<file path="config.mk">
export PLATFORM = sky130hd
export DESIGN_NAME = cgip_top
export DESIGN_NICKNAME = d
export VERILOG_FILES = /design/src/common/cgip_pkg.sv /design/src/cgip_sync.sv /design/src/cgip_pulse.sv /design/src/cgip_top.sv
export VERILOG_INCLUDE_DIRS = /design/src /design/src/common
export SDC_FILE = /design/constraint.sdc
export NUM_CORES = 1
export LEC_CHECK = 0
export ABC_AREA = 0
export BUFFER_PORTS_ARGS = -buffer_cell sky130_fd_sc_hd__buf_2
export CAP_MARGIN = 10
export CORE_MARGIN = 2
export CORE_UTILIZATION = 42
export DETAILED_ROUTE_END_ITERATION = 12
export GPL_TIMING_DRIVEN = 0
export PLACE_DENSITY = 0.73
export SYNTH_ARGS = -nofsm -noshare
export SYNTH_HDL_FRONTEND = slang
export SYNTH_SLANG_ARGS = --single-unit
</file>
<file path="constraint.sdc">
create_clock -name i_clock -period 6.4 [get_ports i_clock]
set_clock_uncertainty 0.2 [all_clocks]
set_input_delay 1.28 -clock i_clock [delete_from_list [all_inputs] [get_ports i_clock]]
set_output_delay 1.28 -clock i_clock [all_outputs]
set_load 0.05 [all_outputs]
</file>
<file path="src/common/cgip_regs.svh">
// Purpose: register offsets, field positions, resets and timing figures
// Assumes: byte-wide registers on page 0 of the codec control bus
// Notes:   timing figures are typical values, the clock period is in ns
`ifndef CGIP_REGS_SVH
`define CGIP_REGS_SVH

`define CGIP_ADDR_BTN_CLR   7'h0E
`define CGIP_ADDR_FLAGS     7'h60
`define CGIP_ADDR_PIN1      7'h62
`define CGIP_ADDR_PIN2      7'h63

`define CGIP_PIN1_RST       8'h00
`define CGIP_PIN2_RST       8'h00

`define CGIP_P1_GPO_BIT     0
`define CGIP_P1_GPI_BIT     1
`define CGIP_P1_STYLE_BIT   2
`define CGIP_P1_MUX_BIT     3
`define CGIP_P1_FUNC_LSB    4

`define CGIP_P2_RSVD_BIT    0
`define CGIP_P2_STYLE_BIT   1
`define CGIP_P2_GPI_BIT     2
`define CGIP_P2_GPO_BIT     3
`define CGIP_P2_FUNC_LSB    4

`define CGIP_CLK_NS         5
`define CGIP_PULSE_US       2000
`define CGIP_HSD_US         1750
`define CGIP_US_NS          1000

`endif

</file>
<file path="src/common/cgip_pkg.sv">
// Purpose: types shared by the multifunction pin block
// Assumes: nothing
// Notes:   function codes of the second pin, pulse generator states
package cgip_pkg;

	typedef enum logic [3:0]
	{
		CGIP_F_OFF   = 4'h0,
		CGIP_F_RSVD  = 4'h1,
		CGIP_F_HSD   = 4'h2,
		CGIP_F_GPI   = 4'h3,
		CGIP_F_GPO   = 4'h4,
		CGIP_F_DMIC0 = 4'h5,
		CGIP_F_DMIC1 = 4'h6,
		CGIP_F_DMIC2 = 4'h7,
		CGIP_F_BCLK  = 4'h8,
		CGIP_F_HB    = 4'h9,
		CGIP_F_ALL   = 4'hA,
		CGIP_F_HA    = 4'hB,
		CGIP_F_HBS   = 4'hC,
		CGIP_F_SHORT = 4'hD,
		CGIP_F_AGC   = 4'hE,
		CGIP_F_BTN   = 4'hF
	} cgip_func_type;

	typedef enum logic [2:0]
	{
		CGIP_IDLE = 3'h1,
		CGIP_HIGH = 3'h2,
		CGIP_LOW  = 3'h4
	} cgip_pulse_type;

endpackage

</file>
<file path="src/cgip_sync.sv">
// Purpose: two-flop synchroniser for pin levels
// Assumes: inputs asynchronous to i_clock
// Notes:   only the second stage is visible outside
`timescale 1ns/10ps
module cgip_sync
#(
	parameter int WIDTH = 2
)
(
	input  wire logic             i_clock,
	input  wire logic             i_rst_n,
	input  wire logic [WIDTH-1:0] i_async,
	output logic      [WIDTH-1:0] o_sync
);
	logic [WIDTH-1:0] meta_r;
	logic [WIDTH-1:0] sync_r;

	always_ff @(posedge i_clock or negedge i_rst_n)
	begin
		if (!i_rst_n)
		begin
			meta_r <= '0;
			sync_r <= '0;
		end
		else
		begin
			meta_r <= i_async;
			sync_r <= meta_r;
		end
	end

	assign o_sync = sync_r;
endmodule

</file>
<file path="src/cgip_pulse.sv">
// Purpose: interrupt pulse generator for one multifunction pin
// Assumes: i_len at least 1 and steady while a pulse runs
// Notes:   single pulse, or high/low train until the flags are read
`timescale 1ns/10ps
module cgip_pulse
	import cgip_pkg::*;
#(
	parameter int CNT_W = 20
)
(
	input  wire logic             i_clock,
	input  wire logic             i_rst_n,
	input  wire logic             i_event,
	input  wire logic             i_repeat,
	input  wire logic             i_flags_read,
	input  wire logic [CNT_W-1:0] i_len,
	output logic                  o_pulse
);
	cgip_pulse_type   state_r;
	cgip_pulse_type   state_nxt;
	logic [CNT_W-1:0] cnt_r;
	logic [CNT_W-1:0] cnt_nxt;
	logic             pend_r;
	logic             pend_nxt;
	logic [CNT_W:0]   hi_cnt_r;

	always_comb
	begin
		state_nxt = state_r;
		cnt_nxt   = cnt_r;
		// a new event wins over the flags read
		pend_nxt  = (pend_r & ~i_flags_read) | (i_event & i_repeat);
		unique case (state_r)
			CGIP_IDLE:
			begin
				if (i_event)
				begin
					state_nxt = CGIP_HIGH;
					cnt_nxt   = i_len - 1'b1;
				end
			end
			CGIP_HIGH:
			begin
				if (cnt_r == '0)
				begin
					if (i_repeat && pend_r)
					begin
						state_nxt = CGIP_LOW;
						cnt_nxt   = i_len - 1'b1;
					end
					else
					begin
						state_nxt = CGIP_IDLE;
					end
				end
				else
				begin
					cnt_nxt = cnt_r - 1'b1;
				end
			end
			CGIP_LOW:
			begin
				if (cnt_r == '0)
				begin
					if (pend_r)
					begin
						state_nxt = CGIP_HIGH;
						cnt_nxt   = i_len - 1'b1;
					end
					else
					begin
						state_nxt = CGIP_IDLE;
					end
				end
				else
				begin
					cnt_nxt = cnt_r - 1'b1;
				end
			end
			default:
			begin
				state_nxt = CGIP_IDLE;
			end
		endcase
	end

	always_ff @(posedge i_clock or negedge i_rst_n)
	begin
		if (!i_rst_n)
		begin
			state_r <= CGIP_IDLE;
			cnt_r   <= '0;
			pend_r  <= 1'b0;
		end
		else
		begin
			state_r <= state_nxt;
			cnt_r   <= cnt_nxt;
			pend_r  <= pend_nxt;
		end
	end

	assign o_pulse = (state_r == CGIP_HIGH);

	// length of the current high phase, for checking only
	always_ff @(posedge i_clock or negedge i_rst_n)
	begin
		if (!i_rst_n)
			hi_cnt_r <= '0;
		else
			hi_cnt_r <= o_pulse ? hi_cnt_r + 1'b1 : '0;
	end

	property p_len;
		@(posedge i_clock) disable iff (!i_rst_n)
		$fell(o_pulse) |-> (hi_cnt_r == (CNT_W+1)'(i_len));
	endproperty
	a_len: assert property (p_len)
		else $error("interrupt pulse length differs from programmed count");

	property p_single;
		@(posedge i_clock) disable iff (!i_rst_n)
		(state_r == CGIP_HIGH && cnt_r == '0 && !i_repeat)
			|=> (state_r == CGIP_IDLE) ##1 (o_pulse == $past(i_event));
	endproperty
	a_single: assert property (p_single)
		else $error("single pulse mode produced a second pulse");

	property p_stop;
		@(posedge i_clock) disable iff (!i_rst_n)
		(state_r == CGIP_LOW && cnt_r == '0 && !pend_r)
			|=> (state_r == CGIP_IDLE);
	endproperty
	a_stop: assert property (p_stop)
		else $error("pulse train continued after flags were read");

	property p_more;
		@(posedge i_clock) disable iff (!i_rst_n)
		(state_r == CGIP_HIGH && cnt_r == '0 && i_repeat && pend_r)
			|=> (state_r == CGIP_LOW);
	endproperty
	a_more: assert property (p_more)
		else $error("pulse train stopped before flags were read");
endmodule

</file>
<file path="src/cgip_top.sv">
// Purpose: two codec multifunction pins with their control registers
// Assumes: register port and event inputs are on i_clock
// Notes:   pin levels pass a two-flop synchroniser before use
// Notes on behaviour
// - first pin, style 0: each event gives one high pulse of 2 ms
// - first pin, style 1: pulses repeat until the flags register is read
// - first pin readback bit D1 shows the level on the pin
// - first pin as output drives the level held in bit D0
// - second pin code 0000 disables it; code 0001 is reserved
// - code 0010 outputs headset detect interrupt, 1.75 ms high pulse
// - code 0011 makes a general input, 0100 a general output
// - codes 0101-0111 take microphone data on both clock edges
// - code 1000 makes the pin the bit clock, direction set elsewhere
// - code 1001 outputs headset OR button interrupt
// - code 1010 outputs headset, button, short or noise interrupt
// - code 1011 outputs headset OR noise interrupt
// - code 1100 outputs headset, button or short interrupt
// - code 1101 outputs only the short circuit interrupt
// - noise and button interrupts each have their own code
// - second pin as output drives the level held in bit D3
// - second pin readback bit D2 shows the level on the pin
// - second pin bit D1 picks single pulse or pulse train
// - noise flag is set while channel power is below its threshold
// - button flag is sticky, cleared by reading register 14
`timescale 1ns/10ps
`include "cgip_regs.svh"
module cgip_top
#(
	parameter int CNT_W     = 20,
	parameter int PWR_W     = 16,
	parameter int PULSE_CYC = `CGIP_PULSE_US * `CGIP_US_NS / `CGIP_CLK_NS,
	parameter int HSD_CYC   = `CGIP_HSD_US * `CGIP_US_NS / `CGIP_CLK_NS
)
(
	input  wire logic              i_clock,
	input  wire logic              i_rst_n,
	input  wire logic [6:0]        i_reg_addr,
	input  wire logic              i_reg_wr,
	input  wire logic              i_reg_rd,
	input  wire logic [7:0]        i_reg_wdata,
	output logic      [7:0]        o_reg_rdata,
	input  wire logic              i_headset_evt,
	input  wire logic              i_button_evt,
	input  wire logic              i_short_evt,
	input  wire logic [PWR_W-1:0]  i_agc_pwr_l,
	input  wire logic [PWR_W-1:0]  i_agc_pwr_r,
	input  wire logic [PWR_W-1:0]  i_agc_thr_l,
	input  wire logic [PWR_W-1:0]  i_agc_thr_r,
	output logic                   o_agc_noise_l,
	output logic                   o_agc_noise_r,
	output logic                   o_button_sticky,
	input  wire logic              i_pin1_in,
	output logic                   o_pin1_out,
	output logic                   o_pin1_oe,
	output logic      [3:0]        o_pin1_func,
	output logic                   o_pin1_clkmux,
	input  wire logic              i_pin1_gpo_sel,
	input  wire logic              i_pin1_int_sel,
	input  wire logic              i_pin1_event,
	input  wire logic              i_pin2_in,
	output logic                   o_pin2_out,
	output logic                   o_pin2_oe,
	output cgip_pkg::cgip_func_type o_pin2_func,
	input  wire logic              i_dmic_clk,
	output logic                   o_dmic_data,
	output logic                   o_dmic_valid,
	output logic                   o_dmic_rise,
	input  wire logic              i_bclk_dir_out,
	input  wire logic              i_bclk_out,
	output logic                   o_bclk_in
);
	import cgip_pkg::*;

	// register state
	logic [3:0]    p1_func_r;
	logic [3:0]    p1_func_nxt;
	logic          p1_mux_r;
	logic          p1_mux_nxt;
	logic          p1_style_r;
	logic          p1_style_nxt;
	logic          p1_gpo_r;
	logic          p1_gpo_nxt;
	cgip_func_type p2_func_r;
	cgip_func_type p2_func_nxt;
	logic          p2_gpo_r;
	logic          p2_gpo_nxt;
	logic          p2_style_r;
	logic          p2_style_nxt;
	logic [7:0]    rdata_r;
	logic [7:0]    rdata_nxt;

	// status and event state
	logic          noise_l_r;
	logic          noise_r_r;
	logic          noise_prev_r;
	logic          btn_sticky_r;
	logic          btn_sticky_nxt;

	// pin state
	logic          p1_out_r;
	logic          p1_out_nxt;
	logic          p1_oe_r;
	logic          p1_oe_nxt;
	logic          p2_out_r;
	logic          p2_out_nxt;
	logic          p2_oe_r;
	logic          p2_oe_nxt;
	logic          dclk_prev_r;
	logic          dmic_data_r;
	logic          dmic_data_nxt;
	logic          dmic_valid_r;
	logic          dmic_valid_nxt;
	logic          dmic_rise_r;
	logic          dmic_rise_nxt;

	logic [1:0]    pin_s;
	logic          rd_flags;
	logic          rd_btn;
	logic          agc_evt;
	logic          p2_evt;
	logic          p2_is_int;
	logic          pulse1;
	logic          pulse2;
	logic [CNT_W-1:0] p2_len;

	cgip_sync #(.WIDTH(2)) u_sync
	(
		.i_clock (i_clock),
		.i_rst_n (i_rst_n),
		.i_async ({i_pin2_in, i_pin1_in}),
		.o_sync  (pin_s)
	);

	assign rd_flags = i_reg_rd && (i_reg_addr == `CGIP_ADDR_FLAGS);
	assign rd_btn   = i_reg_rd && (i_reg_addr == `CGIP_ADDR_BTN_CLR);

	// register writes and registered read data
	always_comb
	begin
		p1_func_nxt  = p1_func_r;
		p1_mux_nxt   = p1_mux_r;
		p1_style_nxt = p1_style_r;
		p1_gpo_nxt   = p1_gpo_r;
		p2_func_nxt  = p2_func_r;
		p2_gpo_nxt   = p2_gpo_r;
		p2_style_nxt = p2_style_r;
		rdata_nxt    = rdata_r;
		if (i_reg_wr && i_reg_addr == `CGIP_ADDR_PIN1)
		begin
			p1_func_nxt  = i_reg_wdata[7:`CGIP_P1_FUNC_LSB];
			p1_mux_nxt   = i_reg_wdata[`CGIP_P1_MUX_BIT];
			p1_style_nxt = i_reg_wdata[`CGIP_P1_STYLE_BIT];
			p1_gpo_nxt   = i_reg_wdata[`CGIP_P1_GPO_BIT];
		end
		if (i_reg_wr && i_reg_addr == `CGIP_ADDR_PIN2)
		begin
			p2_func_nxt  = cgip_func_type'(
				i_reg_wdata[7:`CGIP_P2_FUNC_LSB]);
			p2_gpo_nxt   = i_reg_wdata[`CGIP_P2_GPO_BIT];
			p2_style_nxt = i_reg_wdata[`CGIP_P2_STYLE_BIT];
		end
		if (i_reg_rd)
		begin
			unique case (i_reg_addr)
				`CGIP_ADDR_PIN1:
				begin
					rdata_nxt = {p1_func_r, p1_mux_r, p1_style_r,
						pin_s[0], p1_gpo_r};
				end
				`CGIP_ADDR_PIN2:
				begin
					rdata_nxt = {p2_func_r, p2_gpo_r, pin_s[1],
						p2_style_r, 1'b0};
				end
				default:
				begin
					rdata_nxt = 8'h00;
				end
			endcase
		end
	end

	always_ff @(posedge i_clock or negedge i_rst_n)
	begin
		if (!i_rst_n)
		begin
			p1_func_r  <= 4'(`CGIP_PIN1_RST >> `CGIP_P1_FUNC_LSB);
			p1_mux_r   <= 1'b0;
			p1_style_r <= 1'b0;
			p1_gpo_r   <= 1'b0;
			p2_func_r  <= CGIP_F_OFF;
			p2_gpo_r   <= 1'b0;
			p2_style_r <= 1'b0;
			rdata_r    <= 8'h00;
		end
		else
		begin
			p1_func_r  <= p1_func_nxt;
			p1_mux_r   <= p1_mux_nxt;
			p1_style_r <= p1_style_nxt;
			p1_gpo_r   <= p1_gpo_nxt;
			p2_func_r  <= p2_func_nxt;
			p2_gpo_r   <= p2_gpo_nxt;
			p2_style_r <= p2_style_nxt;
			rdata_r    <= rdata_nxt;
		end
	end

	// status flags; a new button event wins over the clearing read
	always_comb
	begin
		btn_sticky_nxt = (btn_sticky_r & ~rd_btn) | i_button_evt;
	end

	always_ff @(posedge i_clock or negedge i_rst_n)
	begin
		if (!i_rst_n)
		begin
			noise_l_r    <= 1'b0;
			noise_r_r    <= 1'b0;
			noise_prev_r <= 1'b0;
			btn_sticky_r <= 1'b0;
		end
		else
		begin
			noise_l_r    <= (i_agc_pwr_l < i_agc_thr_l);
			noise_r_r    <= (i_agc_pwr_r < i_agc_thr_r);
			noise_prev_r <= noise_l_r | noise_r_r;
			btn_sticky_r <= btn_sticky_nxt;
		end
	end

	assign agc_evt = (noise_l_r | noise_r_r) & ~noise_prev_r;

	// interrupt source selection for the second pin
	always_comb
	begin
		p2_is_int = 1'b1;
		p2_evt    = 1'b0;
		unique case (p2_func_r)
			CGIP_F_HSD:   p2_evt = i_headset_evt;
			CGIP_F_HB:    p2_evt = i_headset_evt | i_button_evt;
			CGIP_F_ALL:   p2_evt = i_headset_evt | i_button_evt |
				i_short_evt | agc_evt;
			CGIP_F_HA:    p2_evt = i_headset_evt | agc_evt;
			CGIP_F_HBS:   p2_evt = i_headset_evt | i_button_evt |
				i_short_evt;
			CGIP_F_SHORT: p2_evt = i_short_evt;
			CGIP_F_AGC:   p2_evt = agc_evt;
			CGIP_F_BTN:   p2_evt = i_button_evt;
			default:      p2_is_int = 1'b0;
		endcase
	end

	assign p2_len = (p2_func_r == CGIP_F_HSD) ? CNT_W'(HSD_CYC) :
		CNT_W'(PULSE_CYC);

	cgip_pulse #(.CNT_W(CNT_W)) u_pulse1
	(
		.i_clock      (i_clock),
		.i_rst_n      (i_rst_n),
		.i_event      (i_pin1_event),
		.i_repeat     (p1_style_r),
		.i_flags_read (rd_flags),
		.i_len        (CNT_W'(PULSE_CYC)),
		.o_pulse      (pulse1)
	);

	cgip_pulse #(.CNT_W(CNT_W)) u_pulse2
	(
		.i_clock      (i_clock),
		.i_rst_n      (i_rst_n),
		.i_event      (p2_evt),
		.i_repeat     (p2_style_r),
		.i_flags_read (rd_flags),
		.i_len        (p2_len),
		.o_pulse      (pulse2)
	);

	// pin drive and microphone sampling
	always_comb
	begin
		p1_out_nxt     = 1'b0;
		p1_oe_nxt      = 1'b0;
		p2_out_nxt     = 1'b0;
		p2_oe_nxt      = 1'b0;
		dmic_data_nxt  = dmic_data_r;
		dmic_valid_nxt = 1'b0;
		dmic_rise_nxt  = dmic_rise_r;
		if (i_pin1_gpo_sel)
		begin
			p1_out_nxt = p1_gpo_r;
			p1_oe_nxt  = 1'b1;
		end
		else if (i_pin1_int_sel)
		begin
			p1_out_nxt = pulse1;
			p1_oe_nxt  = 1'b1;
		end
		if (p2_func_r == CGIP_F_GPO)
		begin
			p2_out_nxt = p2_gpo_r;
			p2_oe_nxt  = 1'b1;
		end
		else if (p2_func_r == CGIP_F_BCLK)
		begin
			p2_out_nxt = i_bclk_out;
			p2_oe_nxt  = i_bclk_dir_out;
		end
		else if (p2_is_int)
		begin
			p2_out_nxt = pulse2;
			p2_oe_nxt  = 1'b1;
		end
		if ((p2_func_r == CGIP_F_DMIC0 || p2_func_r == CGIP_F_DMIC1 ||
			p2_func_r == CGIP_F_DMIC2) && (i_dmic_clk != dclk_prev_r))
		begin
			dmic_data_nxt  = pin_s[1];
			dmic_valid_nxt = 1'b1;
			dmic_rise_nxt  = i_dmic_clk;
		end
	end

	always_ff @(posedge i_clock or negedge i_rst_n)
	begin
		if (!i_rst_n)
		begin
			p1_out_r     <= 1'b0;
			p1_oe_r      <= 1'b0;
			p2_out_r     <= 1'b0;
			p2_oe_r      <= 1'b0;
			dclk_prev_r  <= 1'b0;
			dmic_data_r  <= 1'b0;
			dmic_valid_r <= 1'b0;
			dmic_rise_r  <= 1'b0;
		end
		else
		begin
			p1_out_r     <= p1_out_nxt;
			p1_oe_r      <= p1_oe_nxt;
			p2_out_r     <= p2_out_nxt;
			p2_oe_r      <= p2_oe_nxt;
			dclk_prev_r  <= i_dmic_clk;
			dmic_data_r  <= dmic_data_nxt;
			dmic_valid_r <= dmic_valid_nxt;
			dmic_rise_r  <= dmic_rise_nxt;
		end
	end

	assign o_reg_rdata     = rdata_r;
	assign o_agc_noise_l   = noise_l_r;
	assign o_agc_noise_r   = noise_r_r;
	assign o_button_sticky = btn_sticky_r;
	assign o_pin1_out      = p1_out_r;
	assign o_pin1_oe       = p1_oe_r;
	assign o_pin1_func     = p1_func_r;
	assign o_pin1_clkmux   = p1_mux_r;
	assign o_pin2_out      = p2_out_r;
	assign o_pin2_oe       = p2_oe_r;
	assign o_pin2_func     = p2_func_r;
	assign o_dmic_data     = dmic_data_r;
	assign o_dmic_valid    = dmic_valid_r;
	assign o_dmic_rise     = dmic_rise_r;
	assign o_bclk_in       = pin_s[1];

	property p_off;
		@(posedge i_clock) disable iff (!i_rst_n)
		(p2_func_r == CGIP_F_OFF || p2_func_r == CGIP_F_RSVD)
			|=> !o_pin2_oe;
	endproperty
	a_off: assert property (p_off)
		else $error("second pin driven while disabled");

	property p_gpo2;
		@(posedge i_clock) disable iff (!i_rst_n)
		(p2_func_r == CGIP_F_GPO)
			|=> o_pin2_oe && (o_pin2_out == $past(p2_gpo_r));
	endproperty
	a_gpo2: assert property (p_gpo2)
		else $error("second pin output level wrong");

	property p_gpo1;
		@(posedge i_clock) disable iff (!i_rst_n)
		i_pin1_gpo_sel |=> o_pin1_oe && (o_pin1_out == $past(p1_gpo_r));
	endproperty
	a_gpo1: assert property (p_gpo1)
		else $error("first pin output level wrong");

	property p_rd1;
		@(posedge i_clock) disable iff (!i_rst_n)
		(i_reg_rd && i_reg_addr == `CGIP_ADDR_PIN1)
			|=> (o_reg_rdata[`CGIP_P1_GPI_BIT] == $past(pin_s[0]));
	endproperty
	a_rd1: assert property (p_rd1)
		else $error("first pin readback wrong");

	property p_rd2;
		@(posedge i_clock) disable iff (!i_rst_n)
		(i_reg_rd && i_reg_addr == `CGIP_ADDR_PIN2)
			|=> (o_reg_rdata[`CGIP_P2_GPI_BIT] == $past(pin_s[1]))
			&& !o_reg_rdata[`CGIP_P2_RSVD_BIT];
	endproperty
	a_rd2: assert property (p_rd2)
		else $error("second pin readback wrong");

	property p_btn;
		@(posedge i_clock) disable iff (!i_rst_n)
		(o_button_sticky && !rd_btn && !i_button_evt)
			|=> o_button_sticky;
	endproperty
	a_btn: assert property (p_btn)
		else $error("button flag lost without a clearing read");

	property p_noise;
		@(posedge i_clock) disable iff (!i_rst_n)
		(i_agc_pwr_l >= i_agc_thr_l) |=> !o_agc_noise_l;
	endproperty
	a_noise: assert property (p_noise)
		else $error("noise flag set above threshold");
endmodule

</file>
[Yosys cells after proc, flatten, opt, wreduce, memory -nomap -nowiden]
Cells that the tools add are included.
Cells by class
  equal/unequal tests: 34
  bitwise operators: 17
  magnitude comparators: 2
  muxes and demuxes: 39
  add/sub/neg operators: 3
  reduce and logical (&&, ||, !) cells: 18
Operators with widths (number)
  $mux W20: 10
  $pmux W20 S3: 2
  $logic_not A20 Y1: 2
  $sub A20 B1 Y20 const B: 2
  $eq A4 B4 Y1 const B: 8
  $lt A16 B16 Y1: 2
  $mux W3: 8
  $eq A7 B7 Y1 const B: 3
  $sub A19 B1 Y20 const B: 1
  $mux W18: 1
  $pmux W3 S3: 2
  $eq A4 B3 Y1 const B: 4
  $pmux W8 S2: 1
  $mux W1: 12
  $ne A3 B2 Y1 const B: 4
  $ne A2 B1 Y1 const B: 5
  $or A1 B1 Y1: 8
  $pmux W1 S8: 1
  $reduce_and A4 Y1: 2
  $reduce_or A8 Y1: 1
  $eq A7 B4 Y1 const B: 1
  $logic_and A1 B1 Y1: 7
  $and A1 B1 Y1: 6
  $eq A3 B1 Y1 const B: 2
  10 further kinds: 18
Word-level totals
  output and inout port bits: 28
  register bits after elaboration: 85
  input bits: 94

[Longest topological paths before layout]
Gate-level depths: netlist of the first run.
  depth in word-level cells: 6
  depth in mapped cells: 9
  mapped depth without buffers: 8

[Hierarchy]
Synthesis of the first run repeated with hierarchy kept, for this count alone.
Unflattened totals
  cells, all modules: 699
  area total of the unflattened synthesis: 5999.5 um^2
By module, submodules not included
  cgip_pulse: area an instance 1800.5 um^2, seq. area each 601.8 um^2, instances 2, cells each 224
  cgip_top: area an instance 2298.5 um^2, seq. area each 825.8 um^2, instances 1, cells each 247
  cgip_sync: area an instance 100.1 um^2, seq. area each 100.1 um^2, instances 1, cells each 4

[Least setup slack after synthesis of the first run]
Ideal clock, no wire load.
  path type: input-to-reg
  start: input port i_reg_addr[3]
  end: register p1_mux_r (netlist: o_pin1_clkmux)
  setup time: 125 ps
  arrival: 2666 ps
  buffers on the path: 1
  stages: 7
  slack: 3410 ps
  cells stage by stage: nor2_1 -> nand3_1 -> or3b_2 -> clkbuf_1 -> inv_1 -> nand3b_1 -> mux2_2
Between the ends
  cells in the longest elaborated chain, start to end: 2
RTL lines
  from (decl): RTL line cgip_top.sv:37  | input wire logic [6:0] i_reg_addr,
  $eq A7 B7 Y1
  $logic_and A1 B1 Y1 (no source line)
  to (signal assigned): RTL line cgip_top.sv:199  | p1_mux_r <= p1_mux_nxt;
  to (decl): RTL line cgip_top.sv:77  | logic p1_mux_r;
Every way passes these cells.
A chain may end at the register's enable or synchronous reset.

[Worst setup path in the final report of the first run]
  start: input port i_reg_addr[3]
  end: register p1_gpo_r
Between the ends
  cells in the longest elaborated chain, start to end: 2
RTL lines
  $eq A7 B7 Y1
  $logic_and A1 B1 Y1 (no source line)
  to (signal assigned): RTL line cgip_top.sv:201  | p1_gpo_r <= p1_gpo_nxt;
  to (decl): RTL line cgip_top.sv:81  | logic p1_gpo_r;
Every way passes these cells.

==> results.py, run 1 <==
metrics = {
    "sta": {
        "hold_viol_final": 0,
        "min_period_ps": 3050,
        "hold_slack_ps": 160,
        "tightest_slew_ps": 697,
        "setup_viol": 0,
        "relSlewSlack": 0.533,
        "slew_violations": 0,
        "fin_setup_tns_ps": 0,
        "max_freq_ghz": 0.327,
        "fin_crit_sh": 0.477,
        "grt_setup_unrepaired": "no",
    },
    "pwr": {
        "p_int_mw": 0.991,
        "leakagePower_nw": 3.03,
        "swShare": 0.326,
        "p_seq_frac": 0.417,
        "p_per_area_mw_per_mm2": 235,
        "power.share.clock": 0.352,
        "power_frac_comb": 0.232,
        "vdd_drop_max_uv": 154,
        "p_switching_mw": 0.478,
    },
    "clock_tree": {
        "numCtsBuffers": 9,
        "cts_setup_buffers": 0,
        "clkTransAtPathRegs_ps": 80,
        "cts_root_buffer": "clkbuf_16",
        "clk_latency_ps": 340,
        "cts_max_level": 3,
        "cts_tree": "yes",
        "cts_max_path_buffers": 2,
        "cts_hold_buf": 0,
        "cts_resized": 0,
        "cts_sinks": 85,
    },
    "die": {
        "die_h_um": 115,
        "die_width_um": 115,
        "die-area_sq_mm": 0.0131,
        "core_area_sq_mm": 0.0120,
        "io_pins": 122,
        "std_cell_rows": 40,
        "initial_core_util": 0.430,
    },
    "synth": {
        "ys.flop_type": "dfrtp_1",
        "yosysMostFrequentCell": "dfrtp_1",
        "synthArstFlopShare": 1.00,
        "synth_top_area_cell": "dfrtp_1",
        "synth-seq-area-share": 0.414,
        "avgSynthCellArea_sq_um": 9.63,
        "ys_types": 70,
        "synth_cells": 534,
        "synthTopCellsByArea": "dfrtp_1 (40%), ha_1 (8.3%), mux2_2 (4.6%), inv_1 (3.7%), nand2_1 (3.7%)",
        "synth-seq-cells": 85,
        "synth_edf_count": 0,
        "yosys_warnings": 0,
        "synth_nets": 662,
        "synth_top_area_share": 0.404,
        "ys_top_cells_by_count": "dfrtp_1 (83), inv_1 (50), nand2_1 (50)",
        "netlist_area_sq_mm": 0.00514,
    },
    "grt": {
        "grt_max_degree": 64,
        "grt_antenna_before_repair": 0,
        "track_usage": 0.192,
        "grt_overflow_total": 0,
        "grt_first_pass_wirelength_mm": 20.5,
        "grt_pass1_vias": 4548,
    },
    "drt": {
        "wl_mm": 11.8,
        "wl_per_cell_um": 14.5,
        "via_count": 4454,
        "drt_iter0_markers": 282,
        "viasPerCell": 5.44,
        "drtAntennaViolNets": 0,
        "drt-pass1-iter-count": 4,
        "drc": 0,
    },
    "critical_path": {
        "critPathMaxStageDelay_ps": 430,
        "path_max_fanout": 9,
        "critical_path.cell_chain": "buf_2, nor2_1, nand3_1, or3b_2, clkbuf_1, inv_1, nand3b_1, mux2_2",
        "cp_slowest_cell": "or3b_2",
        "startpoint_type": "primary input",
        "cp.required_ps": 6420,
        "worstPathArrival_ps": 3070,
        "end_kind": "flop",
        "path_class": "in2reg",
    },
    "run": {
        "cap_violations": 0,
    },
    "placement": {
        "numPortBuffers": 120,
        "hpwl_mm": 9.26,
        "gp_congestion": 0.841,
    },
    "cells_and_area": {
        "finalNetCount": 794,
        "syn_to_final_growth_pct": 21.7,
        "n_antenna_cell": 0,
        "drive_gt1_frac": 0.279,
    },
    "run_status": {
        "status": "complete, no violations",
    },
    "hold_path": {
        "hold_class": "reg2reg",
    },
}
==> worst paths after layout <==
check	startpoint	endpoint	slack (ps)	depth (start not counted)
min	u_sync.meta_r[1]$_DFF_PN0_	u_sync.o_sync[1]$_DFF_PN0_	160	0
max in group asynchronous	i_rst_n	u_pulse1.state_r[0]$_DFFE_PN1P_	4720	2
min in group asynchronous	i_rst_n	u_pulse2.cnt_r[5]$_DFFE_PN0P_	640	1
min reg2reg	u_sync.meta_r[1]$_DFF_PN0_	u_sync.o_sync[1]$_DFF_PN0_	160	0
max	i_reg_addr[3]	p1_gpo_r$_DFFE_PN0P_	3350	8
max reg2reg	u_pulse2.cnt_r[14]$_DFFE_PN0P_	u_pulse2.cnt_r[13]$_DFFE_PN0P_	3520	7
==> state kept, by name, indices dropped and copies added, names as in the netlist, 2 cells and up <==
register          count
o_pin1_func           4
o_pin2_func           4
o_reg_rdata           8
u_pulse1.cnt_r       20
u_pulse1.state_r      3
u_pulse2.cnt_r       20
u_pulse2.state_r      3
u_sync.meta_r         2
u_sync.o_sync         2
==> cell usage in the layout, fill, tap and decap left out, drive strengths merged, types with 6 or more instances in the layout <==
master / netlist / routed
a211o: 7 / 7
a211oi: 6 / 6
a21o: 16 / 16
a21oi: 24 / 24
a31oi: 8 / 8
buf: 6 / 127
clkbuf: 10 / 19
dfrtp: 83 / 83
ha: 34 / 34
inv: 50 / 55
mux2: 21 / 21
nand2: 51 / 51
nand2b: 6 / 6
nand3: 7 / 7
nand3b: 6 / 6
nand4: 6 / 6
nor2: 40 / 40
nor3: 16 / 16
nor4: 9 / 9
o21ai: 22 / 22
o22ai: 8 / 8
or3: 8 / 8
xnor2: 10 / 10
==> cell families after synthesis <==
| family | count (synthesis) | share of synthesized area |
|---|---|---|
| and+or+nand+nor | 175 | 0.178 |
| AOI/OAI and AO/OA | 136 | 0.194 |
| DFF | 85 | 0.414 |
| buffers and inverters | 66 | 0.0557 |
| adders and majority gates | 34 | 0.0828 |
| muxes | 23 | 0.0499 |
| xor gates and xnor gates | 15 | 0.0256 |
==> metrics by stage <==
step	cell area [sq um]	setup WS [ps]	std cells	util	power [mW]
6_report	6250	3350	818	0.523	1.47
5_1_grt	6250	3250	818	0.523	1.55
4_1_cts	6250	3360	818	0.523	1.48
3_5_place_dp	5950	3010	802	0.498	0.965
3_3_place_gp	5920	3070	801	0.495	0.951
2_1_floorplan	5140	3410	534	-	0.854
==> per-layer routing <==
layer | vias up | routed length [um] | part of all wire | global-route usage
met4 | 0 | 213 | 0.018 | 0.0634
met5 | - | 0 | 0 | 0
li1 | 2197 | - | - | -
met3 | 19 | 566 | 0.048 | 0.0466
met1 | 2125 | 5230 | 0.44 | 0.245
met2 | 113 | 5830 | 0.49 | 0.322
==> worst max-delay path: cells and delay by family <==
kind                   cells  cell delay (ps)
AND/OR/NAND/NOR            4              940
buffers and inverters      3              460
multiplexers               1              390
==> area by class of cell <==
cell class	instances	area, sq um
Fill cell	1056	5710
Multi-Input combinational cell	383	2720
Sequential cell	85	2130
Timing Repair Buffer	121	631
Clock buffer	9	225
Inverter	50	188
Tap cell	147	184
Buffer	16	98.8
Clock inverter	7	73.8
==> power by group through the flow <==
stage / Sequential (mW) / Combinational, mW / Clock [mW]
after global routing: 0.619 / 0.378 / 0.553
final: 0.612 / 0.341 / 0.516
after floorplan: 0.652 / 0.202 / 0
after CTS: 0.612 / 0.344 / 0.527
after global placement: 0.619 / 0.331 / 0
after detailed placement: 0.622 / 0.342 / 0
(Power assumes the default switching activity.)
==> inputs of run 2 (changes only) <==
Settings changed: ABC_AREA 0 to 1, PLACE_DENSITY 0.73 to 0.75.
Clock period 6.4 ns to 2.71 ns, I/O delays scaled along.
==> run 2 against run 1 <==
  * Total power grew to 3.3 times the previous value
  * Register-to-register slack lost 3000 ps
  * Critical path depth grew 3
  * Core utilization grew 0.26 points
  * Final cell count grew 32%
  * Hold slack lost 67 ps
  * Synthesized cell count grew 43%
  * Clock power grew to 2.5 times the previous value
  * Sequential power grew to 2.9 times the previous value
  * First-iteration DRC count grew 39%
==> results.py, run 2 <==
metrics = {
    "run_status": {
        "status": "complete, no violations",
    },
    "sta": {
        "fin_crit_sh": 0.826,
        "grt_setup_unrepaired": "no",
        "tightest_slew_ps": 556,
        "hold_viol_final": 0,
        "slew_violations": 0,
        "min_period_ps": 2240,
        "max_freq_ghz": 0.447,
        "fin_setup_tns_ps": 0,
        "setup_viol": 0,
        "relSlewSlack": 0.626,
    },
    "die": {
        "core_area_sq_mm": 0.0127,
        "die-area_sq_mm": 0.0140,
        "die_h_um": 118,
        "initial_core_util": 0.433,
        "std_cell_rows": 41,
        "die_width_um": 118,
        "io_pins": 122,
    },
    "critical_path": {
        "critPathMaxStageDelay_ps": 380,
        "cp.required_ps": 2750,
        "worstPathArrival_ps": 2280,
        "critical_path.cell_chain": "inv_1, ha_1, nand3_1, nor2_1, nand2_1, inv_1, nand2_1, xor2_1, nand2_1, nand2_1, inv_1",
        "end_kind": "flop",
        "r2r_setup_slack_ps": 470,
        "cp_slowest_cell": "dfrtp_1",
        "critical_path.reg2reg.endpoint": "u_pulse1.cnt_r[18]$_DFFE_PN0P_",
        "r2r_cells": 11,
        "crit_top_cell": "nand2_1",
        "path_class": "reg2reg",
        "critPathLaunch": "u_pulse1.cnt_r[0]$_DFFE_PN0P_",
        "path_max_fanout": 7,
        "r2r-start": "u_pulse1.cnt_r[0]$_DFFE_PN0P_",
        "startpoint_type": "flop",
    },
    "pwr": {
        "vdd_drop_max_uv": 400,
        "p_per_area_mw_per_mm2": 732,
        "swShare": 0.411,
        "p_int_mw": 2.87,
        "power.share.clock": 0.267,
        "power.total_mw": 4.87,
        "p_switching_mw": 2.00,
        "power_frac_comb": 0.371,
        "p_seq_frac": 0.362,
        "leakagePower_nw": 3.60,
    },
    "cells_and_area": {
        "final_common_cell": "nand2_1",
        "final_cell_mix": "nand2_1 (222), buf_2 (124), inv_1 (112)",
        "final_cells": 1076,
        "finalNetCount": 1027,
        "n_antenna_cell": 0,
        "drive_gt1_frac": 0.190,
        "seqCellArea_sq_mm": 0.00213,
        "syn_to_final_growth_pct": 21.3,
        "fin_util": 0.525,
        "n_fill_cell": 1246,
        "multi_input_area_sq_mm": 0.00285,
    },
    "synth": {
        "ys.flop_type": "dfrtp_1",
        "synth_cells": 766,
        "synth_edf_count": 0,
        "synthTopCellsByArea": "dfrtp_1 (38%), nand2_1 (15%), ha_1 (7.7%), inv_1 (7.7%), nor2_1 (6.0%)",
        "synth-seq-area-share": 0.388,
        "ys_top_cells_by_count": "nand2_1 (222), inv_1 (112), nor2_1 (88)",
        "synth_top_area_cell": "dfrtp_1",
        "ys_types": 40,
        "yosys_warnings": 0,
        "synth_nets": 894,
        "synth-seq-cells": 85,
        "netlist_area_sq_mm": 0.00549,
        "yosysMostFrequentCell": "nand2_1",
        "synthArstFlopShare": 1.00,
        "synth_top_area_share": 0.378,
        "avgSynthCellArea_sq_um": 7.17,
    },
    "drt": {
        "drtAntennaViolNets": 0,
        "wl_per_cell_um": 13.1,
        "drt_iter0_markers": 393,
        "wl_mm": 14.1,
        "viasPerCell": 4.99,
        "drt-pass1-iter-count": 5,
        "drc": 0,
        "via_count": 5366,
    },
    "placement": {
        "numPortBuffers": 120,
        "hpwl_mm": 11.0,
        "dp_cells": 1059,
        "gp_congestion": 0.907,
    },
    "clock_tree": {
        "cts_max_path_buffers": 2,
        "clk_latency_ps": 350,
        "cts_resized": 0,
        "clkTransAtPathRegs_ps": 70,
        "cts_tree": "yes",
        "cts_max_level": 3,
        "cts_root_buffer": "clkbuf_16",
        "cts_sinks": 85,
        "numCtsBuffers": 9,
    },
    "grt": {
        "grt_antenna_before_repair": 0,
        "track_usage": 0.209,
        "grt_pass1_vias": 5031,
        "grt_max_degree": 60,
        "grt_first_pass_wirelength_mm": 23.7,
        "grt_overflow_total": 0,
    },
    "hold_path": {
        "hold_class": "in2reg",
        "holdCritStartpoint": "i_pin1_in",
        "timing.hold.worst_endpoint": "u_sync.meta_r[0]$_DFF_PN0_",
        "min_path_cells": 1,
    },
    "run": {
        "cap_violations": 0,
    },
}
==> run 2: per-stage QoR <==
step                      area [sq um]  worst slack [ps]  hold slack [ps]
after detailed placement          6340               347              136
after global placement            6310               129              133
after floorplan                   5490               745             46.4
after CTS                         6660               499             88.2
final                             6660               472             93.8
after global routing              6660               344             82.5
==> run 2: power by group through the flow <==
stage	sequential, mW	combinational, mW	clock (mW)
floorplan	1.84	1.22	0
global placement	1.78	1.77	0
detailed placement	1.78	1.80	0
CTS	1.76	1.81	1.33
global route	1.79	2.05	1.38
finish	1.76	1.81	1.30
==> run 2: kinds of logic after synthesis <==
logic type                 count (synthesis)  share of synthesized area
muxes                                      3                    0.00615
AOI/OAI and AO/OA                         86                     0.0875
DFF                                       85                      0.388
and+or+nand+nor                          415                      0.326
adders and majority gates                 34                     0.0775
buffers and inverters                    129                     0.0928
xor gates and xnor gates                  14                     0.0223
==> run 2: final cells by class <==
type	instances	area share
clock buffer	9	0.0338
tap	172	0.0323
sequential	85	0.320
inverter	115	0.0648
clock inverter	7	0.0130
timing repair buffer	122	0.0962
buffer	14	0.0117
multi-input combinational	552	0.428
==> run 2: worst max-delay path by stage <==
stage	to	slack (ps)
detailed placement	o_pin1_func[2]$_DFFE_PN0P_	350
floorplan	u_pulse2.cnt_r[0]$_DFFE_PN0P_	740
CTS	u_pulse1.cnt_r[18]$_DFFE_PN0P_	500
global route	u_pulse1.cnt_r[18]$_DFFE_PN0P_	340
finish	u_pulse1.cnt_r[18]$_DFFE_PN0P_	470
global placement	u_pulse1.state_r[1]$_DFFE_PN0P_	130
==> run 2: routing by layer <==
layer	global-route usage	vias to the layer above	wire length [um]
li1	-	2725	-
met1	0.273	2425	6300
met2	0.341	192	6540
met3	0.0536	24	982
met4	0.0625	0	273
met5	0	-	0
==> run 2: repair_timing <==
| item | in CTS | in global routing |
|---|---|---|
| hold buffers | 1 | 0 |
| buffers inserted | 0 | 0 |
| hold endpoints to repair | 26 | 0 |
==> run 2: worst max-delay path, delay by kind of cell (launching register included) <==
family | cells | cell delay [ps]
xor+xnor | 1 | 160
fa+ha+maj | 1 | 220
buf+inv | 3 | 340
flops | 1 | 380
simple gates | 6 | 840
==> inputs of run 3 (changes only) <==
Settings changed: PLACE_DENSITY 0.75 to 0.72.
Clock period 2.71 ns to 2.1 ns, I/O delays scaled along.
==> run 3 against run 2 <==
  * Total power increased by 34%
  * Highest routed layer unchanged
  * Sequential power increased by 30%
  * Largest cell class unchanged
  * Critical endpoint is now u_pulse2.cnt_r[14]$_DFFE_PN0P_
  * Largest power group unchanged
  * Maximum frequency increased by 13%
==> results.py, run 3 (synthesized netlist as in run 2, its figures left out) <==
metrics = {
    "run_status": {
        "status": "complete, no violations",
    },
    "grt": {
        "track_usage": 0.203,
        "grt_overflow_total": 0,
        "grt_max_degree": 55,
        "grt_antenna_before_repair": 1,
        "grt_first_pass_wirelength_mm": 23.2,
        "grt_pass1_vias": 5024,
    },
    "cells_and_area": {
        "final_cells": 1085,
        "seqCellArea_sq_mm": 0.00213,
        "final_cell_mix": "nand2_1 (216), buf_2 (123), inv_1 (106)",
        "drive_gt1_frac": 0.215,
        "syn_to_final_growth_pct": 24.0,
        "finalNetCount": 1035,
        "final_common_cell": "nand2_1",
        "n_fill_cell": 1258,
        "multi_input_area_sq_mm": 0.00290,
    },
    "pwr": {
        "p_switching_mw": 2.61,
        "p_per_area_mw_per_mm2": 960,
        "vdd_drop_max_uv": 366,
        "power_frac_comb": 0.383,
        "swShare": 0.399,
        "p_seq_frac": 0.349,
        "leakagePower_nw": 3.64,
        "p_int_mw": 3.93,
        "power.share.clock": 0.268,
    },
    "clock_tree": {
        "cts_max_level": 3,
        "cts_root_buffer": "clkbuf_16",
        "clkTransAtPathRegs_ps": 70,
        "cts_max_path_buffers": 2,
        "numCtsBuffers": 9,
        "cts_tree": "yes",
        "clk_latency_ps": 330,
        "cts_sinks": 85,
    },
    "sta": {
        "tightest_slew_ps": 622,
        "max_freq_ghz": 0.503,
        "slew_violations": 0,
        "fin_crit_sh": 0.947,
        "relSlewSlack": 0.582,
        "min_period_ps": 1990,
        "fin_setup_tns_ps": 0,
        "grt_setup_unrepaired": "yes",
        "hold_viol_final": 0,
        "setup_viol": 0,
    },
    "die": {
        "std_cell_rows": 41,
        "core_area_sq_mm": 0.0127,
        "die-area_sq_mm": 0.0140,
        "die_h_um": 118,
        "initial_core_util": 0.433,
        "io_pins": 122,
        "die_width_um": 118,
    },
    "critical_path": {
        "cp_slowest_cell": "dfrtp_1",
        "critical_path.cell_chain": "inv_2, ha_1, inv_1, nor2_1, nand2_1, nor2_1, nand3_2, nor2_4, nor2_4, nand2_4, buf_8, nand2_1, nand2_1",
        "path_class": "reg2reg",
        "critPathMaxStageDelay_ps": 370,
        "startpoint_type": "flop",
        "worstPathArrival_ps": 2070,
        "path_max_fanout": 10,
        "crit_top_cell": "nand2_1",
        "cp.required_ps": 2180,
        "end_kind": "flop",
    },
    "drt": {
        "drt-pass1-iter-count": 5,
        "drc": 0,
        "via_count": 5359,
        "wl_per_cell_um": 12.7,
        "wl_mm": 13.8,
        "drtAntennaViolNets": 0,
        "drt_iter0_markers": 454,
        "viasPerCell": 4.94,
    },
    "placement": {
        "numPortBuffers": 120,
        "gp_congestion": 0.908,
        "hpwl_mm": 10.8,
        "dp_cells": 1059,
    },
    "hold_path": {
        "hold_class": "in2reg",
    },
    "run": {
        "cap_violations": 0,
    },
}
==> run 3: changes by cell type in the layout (fill, tap and decap cells not counted), sizes merged <==
cell,change
buf,+6
clkinvlp,-1
inv,-2
diode,+1
bufinv,+1
clkinv,+2
dlygate4sd3,+2
==> run 3: final cells by class <==
class / instances / area share
antenna: 1 / 0.000368
buffer: 14 / 0.0136
clock buffer: 9 / 0.0331
clock inverter: 7 / 0.0153
inverter: 115 / 0.0638
multi-input combinational: 552 / 0.426
sequential: 85 / 0.313
tap: 172 / 0.0316
timing repair buffer: 130 / 0.104
==> run 3: metal layers <==
metal | global-route usage | share of wire | vias to the layer above
met4 | 0.0648 | 0.016 | 0
met1 | 0.279 | 0.46 | 2419
met5 | 0 | 0 | -
met2 | 0.327 | 0.46 | 181
li1 | - | - | 2742
met3 | 0.0314 | 0.058 | 17
==> run 3: worst max-delay path, delay by kind of cell, from the launching register on <==
family	cells	cell delay (ps)
and+or+nand+nor	9	890
DFF	1	370
buffers and inverters	3	290
adders and majority gates	1	170
==> run 3: what timing repair did <==
action	CTS	global route
resized for setup	2	25
setup endpoints to repair	2	38
hold endpoints to repair	33	0
pin swaps	0	3
setup buffers	0	6
gates cloned	0	0
hold buffers	3	0
==> run 3: path summary, 6_finish.rpt <==
| path | from | endpoint | slack [ps] | cells past startpoint |
|---|---|---|---|---|
| worst max register to register | u_pulse2.cnt_r[0]$_DFFE_PN0P_ | u_pulse2.cnt_r[14]$_DFFE_PN0P_ | 110 | 13 |
| worst min register to register | u_sync.meta_r[1]$_DFF_PN0_ | u_sync.o_sync[1]$_DFF_PN0_ | 150 | 0 |
| worst max-delay path | u_pulse2.cnt_r[0]$_DFFE_PN0P_ | u_pulse2.cnt_r[14]$_DFFE_PN0P_ | 110 | 13 |
| worst min-delay path | i_dmic_clk | dclk_prev_r$_DFF_PN0_ | 9 | 1 |
| min in group asynchronous | i_rst_n | u_pulse2.cnt_r[12]$_DFFE_PN0P_ | 360 | 2 |
| max in group asynchronous | i_rst_n | u_pulse2.state_r[0]$_DFFE_PN1P_ | 670 | 3 |
==> run 3: power by group through the flow <==
stage,combinational [mW],clock [mW],sequential [mW]
floorplan,1.58,0,2.37
global placement,2.29,0,2.29
detailed placement,2.34,0,2.29
CTS,2.35,1.77,2.27
global route,2.87,1.85,2.32
finish,2.50,1.75,2.28
==> run 3: metrics by stage <==
step | instance area [sq um] | util | setup WS, ps | power, mW | hold WS, ps
2_1_floorplan | 5490 | - | 135 | 3.95 | -75.6
3_3_place_gp | 6310 | 0.498 | -310 | 4.58 | 136
3_5_place_dp | 6340 | 0.500 | -120 | 4.64 | 137
4_1_cts | 6700 | 0.529 | 64.7 | 6.39 | 4.83
5_1_grt | 6810 | 0.537 | -88.2 | 7.04 | 8.19
6_report | 6810 | 0.537 | 110 | 6.53 | 9.40
